--- src/pkg/pulse_timer_defs.vh ---
`ifndef PULSE_TIMER_DEFS_VH
`define PULSE_TIMER_DEFS_VH
// ----------------------------------------
// register byte offsets
// ----------------------------------------
`define REG_TIMER_SEL 6'h00
`define REG_DUR_RAW 6'h04
`define REG_DUR_ABS 6'h08
`define REG_DUR_BASE 6'h0c
`define REG_DLY_RAW 6'h10
`define REG_DLY_BASE 6'h14
`define REG_LINE_SEL 6'h18
`define REG_LINE_STATE 6'h1c
`define REG_LINE_ALL 6'h20
// ----------------------------------------
// field widths and reset values
// ----------------------------------------
`define RAW_W 12
`define BASE_W 16
`define ABS_W 28
`define DUR_RAW_RST 12'h001
`define DUR_RAW_MIN 12'h001
`define DLY_RAW_RST 12'h000
`define BASE_RST 16'h0001
// ----------------------------------------
// line status word layout
// ----------------------------------------
`define LINE_IN_LSB 0
`define LINE_OUT_LSB 16
// ----------------------------------------
// timing
// ----------------------------------------
`define CLK_MHZ 200
`define TICK_US 1
`define TICK_CYC (`CLK_MHZ * `TICK_US)
`define TICK_MAX 8'd199
`endif

--- src/logic/pulse_timer_chan.v ---
`timescale 1ns/1ps
`default_nettype none
`include "pulse_timer_defs.vh"
module pulse_timer_chan (
   // clock and reset
   input wire clk_i,
   input wire rstn_i,
   // timing controls
   input wire tick_i,
   input wire start_i,
   input wire [`RAW_W-1:0] dly_raw_i,
   input wire [`RAW_W-1:0] dur_raw_i,
   input wire [`BASE_W-1:0] dly_base_i,
   input wire [`BASE_W-1:0] dur_base_i,
   // output line
   output reg line_o
);
   localparam ST_IDLE = 2'd0;
   localparam ST_DLY = 2'd1;
   localparam ST_HIGH = 2'd2;
   reg [1:0] state;
   reg [`BASE_W-1:0] base_cnt;
   reg [`RAW_W-1:0] raw_cnt;
   // ----------------------------------------
   // delay then high phase, counted in base units of 1 us ticks
   // ----------------------------------------
   always @(posedge clk_i or negedge rstn_i) begin
      if (!rstn_i) begin
         state <= ST_IDLE;
         base_cnt <= {`BASE_W{1'b0}};
         raw_cnt <= {`RAW_W{1'b0}};
         line_o <= 1'b0;
      end else begin
         case (state)
            ST_IDLE: begin
               // triggers during delay/high fall here only when idle
               if (start_i) begin
                  base_cnt <= {`BASE_W{1'b0}};
                  raw_cnt <= {`RAW_W{1'b0}};
                  if (dly_raw_i == {`RAW_W{1'b0}}) begin
                     state <= ST_HIGH;
                     line_o <= 1'b1;
                  end else begin
                     state <= ST_DLY;
                  end
               end
            end
            ST_DLY: begin
               if (tick_i) begin
                  if (base_cnt + 16'h0001 >= dly_base_i) begin
                     base_cnt <= {`BASE_W{1'b0}};
                     // delay = raw x delay base
                     if (raw_cnt + 12'h001 >= dly_raw_i) begin
                        raw_cnt <= {`RAW_W{1'b0}};
                        state <= ST_HIGH;
                        line_o <= 1'b1;
                     end else begin
                        raw_cnt <= raw_cnt + 12'h001;
                     end
                  end else begin
                     base_cnt <= base_cnt + 16'h0001;
                  end
               end
            end
            ST_HIGH: begin
               if (tick_i) begin
                  if (base_cnt + 16'h0001 >= dur_base_i) begin
                     base_cnt <= {`BASE_W{1'b0}};
                     // high time = raw x duration base
                     if (raw_cnt + 12'h001 >= dur_raw_i) begin
                        raw_cnt <= {`RAW_W{1'b0}};
                        state <= ST_IDLE;
                        line_o <= 1'b0;
                     end else begin
                        raw_cnt <= raw_cnt + 12'h001;
                     end
                  end else begin
                     base_cnt <= base_cnt + 16'h0001;
                  end
               end
            end
            default: begin
               state <= ST_IDLE;
               line_o <= 1'b0;
            end
         endcase
      end
   end
endmodule
`default_nettype wire

--- src/logic/output_timer_duration_status.v ---
// What this block does
// High time of each timer equals raw duration count times shared duration base.
// Duration time base resets to one microsecond.
// Raw duration accepts 1 to 4095; software keeps within that range.
// Duration base is software set in whole microseconds, one microsecond steps.
// One duration time base serves all four timers.
// Absolute duration write is divided by the base and stored as raw.
// Software writes absolute durations that are exact multiples of the base.
// Absolute duration read returns raw count times base in microseconds.
// Raw duration write updates the absolute view at once.
// Timer select picks which timer raw and absolute accesses reach.
// Single line state reads 1 when selected line is high, else 0.
// A 32-bit word shows every input and output line state.
// On trigger a timer counts delay, drives high, then low after duration.
// Exposure start is the only timer trigger.
// Timer n drives output line n only.
// Raw delay accepts 0 to 4095, times a separate delay base.
// A prescaler makes a one microsecond tick that advances the counters.
// Triggers during delay or high phase are ignored.
//
// Decided for this implementation: the Avalon-MM slave port and the address map.
`timescale 1ns/1ps
`default_nettype none
`include "pulse_timer_defs.vh"
module output_timer_duration_status (
   // clock and reset
   input wire clk_i,
   input wire rstn_i,
   // avalon-mm slave
   input wire [5:0] avs_address_i,
   input wire avs_read_i,
   input wire avs_write_i,
   input wire [31:0] avs_writedata_i,
   input wire [3:0] avs_byteenable_i,
   output reg [31:0] avs_readdata_o,
   output reg avs_waitrequest_o,
   // camera side
   input wire exposure_active_i,
   input wire [3:0] in_lines_i,
   // output lines
   output reg [3:0] out_lines_o
);
   // ----------------------------------------
   // configuration storage
   // ----------------------------------------
   reg [1:0] timer_sel;
   reg [`RAW_W-1:0] dur_raw [0:3];
   reg [`RAW_W-1:0] dly_raw [0:3];
   reg [`BASE_W-1:0] dur_base;
   reg [`BASE_W-1:0] dly_base;
   reg [4:0] line_sel;
   // ----------------------------------------
   // bus handshake and divider
   // ----------------------------------------
   reg busy;
   reg div_run;
   reg [`ABS_W-1:0] div_rem;
   reg [`RAW_W:0] div_q;
   reg [7:0] tick_cnt;
   reg tick;
   reg [2:0] exp_sync;
   reg exp_level;
   reg exp_start;
   reg [3:0] in_s1;
   reg [3:0] in_s2;
   reg [3:0] in_s3;
   reg [3:0] in_state;
   wire [3:0] line_q;
   wire [31:0] line_all;
   wire [`ABS_W-1:0] dur_abs;
   wire req;
   integer i;
   genvar g;

   assign req = avs_read_i | avs_write_i;
   // raw times base, recomputed from stored raw so it tracks every write
   assign dur_abs = dur_raw[timer_sel] * dur_base;
   // all lines word: inputs low half, outputs upper half
   assign line_all = {12'h000, out_lines_o, 12'h000, in_state};

   // ----------------------------------------
   // 1 us tick prescaler
   // ----------------------------------------
   always @(posedge clk_i or negedge rstn_i) begin
      if (!rstn_i) begin
         tick_cnt <= 8'h00;
         tick <= 1'b0;
      end else if (tick_cnt == `TICK_MAX) begin
         tick_cnt <= 8'h00;
         tick <= 1'b1;
      end else begin
         tick_cnt <= tick_cnt + 8'h01;
         tick <= 1'b0;
      end
   end

   // ----------------------------------------
   // pin synchronisers, three stages with agreement filter
   // ----------------------------------------
   always @(posedge clk_i or negedge rstn_i) begin
      if (!rstn_i) begin
         exp_sync <= 3'h0;
         exp_level <= 1'b0;
         exp_start <= 1'b0;
         in_s1 <= 4'h0;
         in_s2 <= 4'h0;
         in_s3 <= 4'h0;
         in_state <= 4'h0;
      end else begin
         exp_sync <= {exp_sync[1:0], exposure_active_i};
         exp_start <= 1'b0;
         if (exp_sync[1] == exp_sync[2]) begin
            exp_level <= exp_sync[2];
            // rising edge of exposure active is the only trigger
            exp_start <= exp_sync[2] & ~exp_level;
         end
         in_s1 <= in_lines_i;
         in_s2 <= in_s1;
         in_s3 <= in_s2;
         for (i = 0; i < 4; i = i + 1) begin
            if (in_s2[i] == in_s3[i]) begin
               in_state[i] <= in_s3[i];
            end
         end
      end
   end

   // ----------------------------------------
   // four timers, timer n owns line n
   // ----------------------------------------
   generate
      for (g = 0; g < 4; g = g + 1) begin : gen_chan
         pulse_timer_chan u_chan (
            .clk_i(clk_i),
            .rstn_i(rstn_i),
            .tick_i(tick),
            .start_i(exp_start),
            .dly_raw_i(dly_raw[g]),
            .dur_raw_i(dur_raw[g]),
            .dly_base_i(dly_base),
            .dur_base_i(dur_base), // one shared base
            .line_o(line_q[g])
         );
      end
   endgenerate

   // register the lines once more so the top outputs come from flops
   always @(posedge clk_i or negedge rstn_i) begin
      if (!rstn_i) begin
         out_lines_o <= 4'h0;
      end else begin
         out_lines_o <= line_q;
      end
   end

   // ----------------------------------------
   // register file: one cycle wait, absolute writes hold off until divided
   // ----------------------------------------
   always @(posedge clk_i or negedge rstn_i) begin
      if (!rstn_i) begin
         timer_sel <= 2'd0;
         dur_base <= `BASE_RST;
         dly_base <= `BASE_RST;
         line_sel <= 5'd0;
         busy <= 1'b0;
         div_run <= 1'b0;
         div_rem <= {`ABS_W{1'b0}};
         div_q <= {(`RAW_W+1){1'b0}};
         avs_waitrequest_o <= 1'b1;
         avs_readdata_o <= 32'h00000000;
         for (i = 0; i < 4; i = i + 1) begin
            dur_raw[i] <= `DUR_RAW_RST;
            dly_raw[i] <= `DLY_RAW_RST;
         end
      end else begin
         avs_waitrequest_o <= 1'b1;
         if (div_run) begin
            // repeated subtraction; at most 4096 steps, exact for legal multiples
            if (div_rem >= {12'h000, dur_base} && div_q < 13'h1000) begin
               div_rem <= div_rem - {12'h000, dur_base};
               div_q <= div_q + 13'h0001;
            end else begin
               div_run <= 1'b0;
               // dead cycle after the answer, else the still raised request is taken twice
               busy <= 1'b1;
               avs_waitrequest_o <= 1'b0;
               // out of range quotients are clamped to the legal raw span
               if (div_q == 13'h0000) begin
                  dur_raw[timer_sel] <= `DUR_RAW_MIN;
               end else if (div_q > 13'h0fff) begin
                  dur_raw[timer_sel] <= 12'hfff;
               end else begin
                  dur_raw[timer_sel] <= div_q[`RAW_W-1:0];
               end
            end
         end else if (busy) begin
            busy <= 1'b0;
         end else if (req) begin
            busy <= 1'b1;
            avs_waitrequest_o <= 1'b0;
            avs_readdata_o <= 32'h00000000;
            if (avs_write_i && avs_byteenable_i == 4'hf) begin
               case (avs_address_i)
                  `REG_TIMER_SEL: timer_sel <= avs_writedata_i[1:0];
                  `REG_DUR_RAW: begin
                     // zero is not a legal duration; the write is ignored and the old raw value kept
                     if (avs_writedata_i[11:0] != 12'h000) begin
                        dur_raw[timer_sel] <= avs_writedata_i[11:0];
                     end
                  end
                  `REG_DUR_ABS: begin
                     busy <= 1'b0;
                     avs_waitrequest_o <= 1'b1;
                     div_run <= 1'b1;
                     div_rem <= avs_writedata_i[`ABS_W-1:0];
                     div_q <= 13'h0000;
                  end
                  `REG_DUR_BASE: begin
                     // whole microseconds, minimum one
                     if (avs_writedata_i[15:0] != 16'h0000) begin
                        dur_base <= avs_writedata_i[15:0];
                     end
                  end
                  `REG_DLY_RAW: dly_raw[timer_sel] <= avs_writedata_i[11:0];
                  `REG_DLY_BASE: begin
                     if (avs_writedata_i[15:0] != 16'h0000) begin
                        dly_base <= avs_writedata_i[15:0];
                     end
                  end
                  `REG_LINE_SEL: line_sel <= avs_writedata_i[4:0];
                  default: begin
                  end
               endcase
            end else if (avs_read_i) begin
               case (avs_address_i)
                  `REG_TIMER_SEL: avs_readdata_o <= {30'h0, timer_sel};
                  `REG_DUR_RAW: avs_readdata_o <= {20'h0, dur_raw[timer_sel]};
                  `REG_DUR_ABS: avs_readdata_o <= {4'h0, dur_abs};
                  `REG_DUR_BASE: avs_readdata_o <= {16'h0, dur_base};
                  `REG_DLY_RAW: avs_readdata_o <= {20'h0, dly_raw[timer_sel]};
                  `REG_DLY_BASE: avs_readdata_o <= {16'h0, dly_base};
                  `REG_LINE_SEL: avs_readdata_o <= {27'h0, line_sel};
                  `REG_LINE_STATE: avs_readdata_o <= {31'h0, line_all[line_sel]};
                  `REG_LINE_ALL: avs_readdata_o <= line_all;
                  default: avs_readdata_o <= 32'h00000000;
               endcase
            end
         end
      end
   end
endmodule
`default_nettype wire

--- config.mk ---
export PLATFORM = sky130hd
export DESIGN_NAME = output_timer_duration_status
export DESIGN_NICKNAME = d
export VERILOG_FILES = /design/src/logic/pulse_timer_chan.v /design/src/logic/output_timer_duration_status.v
export VERILOG_INCLUDE_DIRS = /design/src /design/src/pkg
export SDC_FILE = /design/constraint.sdc
export NUM_CORES = 1
export LEC_CHECK = 0
export ABC_AREA = 1
export BUFFER_PORTS_ARGS = -buffer_cell sky130_fd_sc_hd__buf_4
export CELL_PAD_IN_SITES_DETAIL_PLACEMENT = 1
export CELL_PAD_IN_SITES_GLOBAL_PLACEMENT = 1
export CORE_MARGIN = 5
export CORE_UTILIZATION = 42
export DETAILED_ROUTE_END_ITERATION = 12
export PLACE_DENSITY_LB_ADDON = 0.3
export SLEW_MARGIN = 20
export SYNTH_ARGS = -nofsm -noshare
export SYNTH_HDL_FRONTEND = slang
export SYNTH_SLANG_ARGS = --single-unit
export TNS_END_PERCENT = 1
--- constraint.sdc ---
create_clock -name clk_i -period 11.8 [get_ports clk_i]
set_input_delay 0.59 -clock clk_i [delete_from_list [all_inputs] [get_ports clk_i]]
set_output_delay 0.59 -clock clk_i [all_outputs]
set_load 0.01 [all_outputs]
==> summary.md <==
| Metric | Value |
|---|---|
| Outcome | `finished clean` |
| Fin. max-slew vios | `0` |
| IO Port Bufs | `79` |
| Syn avg cell area | `6.99 µm²` |
| Final ANT Viol Nets | `0` |
| Initial antenna violation count | `3` |
| Worst slew margin | `0.247` |
| Netlist Area Pre-Place | `34100 µm²` |
| Detailed-route via count | `32.5k` |
| Area Overhead vs Synth | `8.92%` |
| Initial Util | `0.423` |
| Leak | `19.8 nW` |
| Most frequent cells in the layout | `nand2_1, inv_1, nor2_1, dfrtp_1, ha_1` |
| CTS clk-pin slew, worst paths | `70 ps` |
| Core ar. | `80500 µm²` |
| Die height | `295 µm` |
| Critical path data required time | `12350 ps` |
| Ys Warns | `0` |
| GRT Residual Overflow | `0` |
| Crit path launch type | `flip-flop` |
| Number of synthesized flops with an enable pin | `0` |
| CTS buffer count | `48` |
| Die area | `87000 µm²` |
| Synth area leaders | `dfrtp_1, nand2_1, ha_1, fa_1, inv_1` |
| Top_reg_cell synth | `dfrtp_1` |
| Final WS setup | `4660 ps` |
| Worst Max-Slew Pin Slew | `1130 ps` |
| Critical Path AT | `7690 ps` |
| Fin. Hold Viols | `0` |
| Async SR Flop Fraction | `1.00` |
| Yosys top cell by area | `dfrtp_1` |
| Die width | `295 µm` |
| Nets | `5398` |
| Num rows | `104` |
| Detailed Route WL | `123 mm` |
| Share of cells above drive strength 1 | `0.0599` |
| Maximum clock rate | `140 MHz` |
| H-tree depth | `2` |
| Post-DR wirelength/cell | `20.5 µm` |
| Max Cap Viol | `0` |
| Place WS | `4720 ps` |
| RSZ-0062 raised after global routing | `no` |
| Pwr/cell area | `126 nW/µm²` |
| Seq cells post-synth | `365` |
| Tcrit/Tclk final | `0.605` |
| DRC | `0` |
| Setup Viol. Count Final | `0` |
| Final RePlAce weighted congestion | `0.901` |
| Tightest Hold Check Type | `in -> async` |
| CTS tree | `done` |
| Power, Total | `4.66 mW` |
| Clk_skew | `28.3 ps` |
| PostCTS Resize Cnt | `0` |
| Netlist cell types | `57` |
| # hold bufs at CTS | `0` |
| Max Buffers Root-to-Sink | `3` |
| Setup_tns | `0 ps` |
| Vias in the first global route | `33.5k` |
| Via density per instance | `5.45` |
| Synth top area share | `0.263` |
| Crit path max fanout | `53` |
| Global-route wire length before repair | `192 mm` |
| Peak supply drop | `0.105 mV` |
| Min cycle time layout | `7140 ps` |
| Total track usage | `0.279` |
| Fill count | `10.4k` |
| Commonest non-fill, non-tap cell in the layout | `nand2_1` |
| Router iterations before antenna repair | `5` |
| Worst-skew pair later-pin latency | `610 ps` |
| DP Wirelength | `93.8 mm` |
| Instance count of the mapped netlist | `4875` |
| # Post-CTS Setup Buffers | `0` |
| Initial detailed-routing violation count | `2077` |
| CTS Sinks | `365` |
| Ports | `88` |
| Clk root buf | `clkbuf_16` |
| CP Class | `reg -> reg` |
| Largest net degree at the start of global routing | `152` |
| Crit end category | `flip-flop` |
| Register area share after synthesis | `0.268` |
[cell type report]
type                    count  area, µm²  area share
multi-input cells        3590      21200       0.572
clock buffers              62       1340      0.0360
repair buffers            103        793      0.0214
diodes                      1       2.50   0.0000674
inverters                 765       2870      0.0773
flip-flops and latches    365       9140       0.246
clock inverters            26        413      0.0111
well taps                1060       1330      0.0357
[logic make-up after synthesis]
logic type / count (synthesis) / share of synthesized area
AOI/OAI and AO/OA: 478 / 0.0802
xor gates and xnor gates: 81 / 0.0208
adders and majority gates: 479 / 0.207
buffers and inverters: 923 / 0.110
DFF: 365 / 0.268
muxes: 3 / 0.000881
other: 1 / 0.000110
and+or+nand+nor: 2545 / 0.314
[synthesized netlist by cell type, drive strengths merged (2+ instances only)]
master	n
a211oi	3
a21boi	2
a21o	7
a21oi	147
a22oi	27
and2	11
and3	2
buf	102
clkbuf	56
clkinv	2
dfrtp	358
dfstp	7
fa	141
ha	333
inv	763
maj3	5
mux2i	3
nand2	1544
nand3	296
nand3b	12
nand4	136
nor2	457
nor3	51
nor4	14
o2111ai	7
o21a	11
o21ai	234
o21bai	16
o221ai	12
o22ai	9
or2	20
xnor2	7
xor2	74
[power by group]
group	switching (mW)	internal, mW	leakage (nW)
Sequential	0.165	1.37	4.88
Combinational	1.07	0.405	14.1
Clock	0.645	1.02	0.851
[final timing paths]
| kind | slack, ps | to | from | cells after the start |
|---|---|---|---|---|
| max reg2reg | 4660 | avs_readdata_o[19] | timer_sel[0] | 25 |
| min | 20 | avs_readdata_o[26] | rstn_i | 1 |
| min in group clk_i | 100 | in_s1[0] | in_lines_i[0] | 1 |
| max in group asynchronous | 9730 | gen_chan[0].u_chan.raw_cnt[10] | rstn_i | 3 |
| min reg2reg | 350 | exp_sync[1] | exp_sync[0] | 0 |
| max | 4660 | avs_readdata_o[19] | timer_sel[0] | 25 |
[registers in the layout, summed over array words and instances, names as in the netlist, 5 cells and up]
signal / cells
gen_chan.u_chan.raw_cnt: 48
dly_raw: 48
dur_base: 16
div_q: 13
dur_raw: 48
gen_chan.u_chan.base_cnt: 64
dly_base: 16
line_sel: 5
tick_cnt: 8
avs_readdata_o: 28
div_rem: 28
gen_chan.u_chan.state: 8
[stage by stage]
| stage | instances | hold slack, ps | util | cell area (µm²) |
|---|---|---|---|---|
| floorplan | 4878 | 294 | - | 34100 |
| global placement | 5883 | 336 | 0.439 | 35400 |
| detailed placement | 5883 | 339 | 0.439 | 35400 |
| CTS | 5971 | 42.3 | 0.461 | 37100 |
| global route | 5972 | 71.9 | 0.461 | 37100 |
| finish | 5972 | 23.6 | 0.461 | 37100 |
[worst max-delay path: stages, from the launching register on]
cell and delay (ps):
dfrtp_1 490, nor2_4 330, buf_4 540, inv_1 220, o22ai_1 160, a21oi_1 80, nand2_1 490, inv_2 230
nor2_1 220, fa_1 450, fa_1 520, fa_1 550, fa_1 570, inv_1 60, fa_1 530, inv_1 40
ha_1 360, a21oi_1 250, o21ai_0 160, a21oi_1 150, nand2_1 180, nand2_1 110, nand2_1 60, o21ai_0 170
nand2_1 70, nand2_1 60
[layer usage]
| metal | share of wire | global-route usage | up-vias |
|---|---|---|---|
| li1 | - | - | 15400 |
| met1 | 0.45 | 0.380 | 16200 |
| met2 | 0.45 | 0.456 | 751 |
| met3 | 0.052 | 0.0387 | 217 |
| met4 | 0.042 | 0.102 | 0 |
| met5 | 0 | 0 | - |
(Power assumes the default switching activity.)
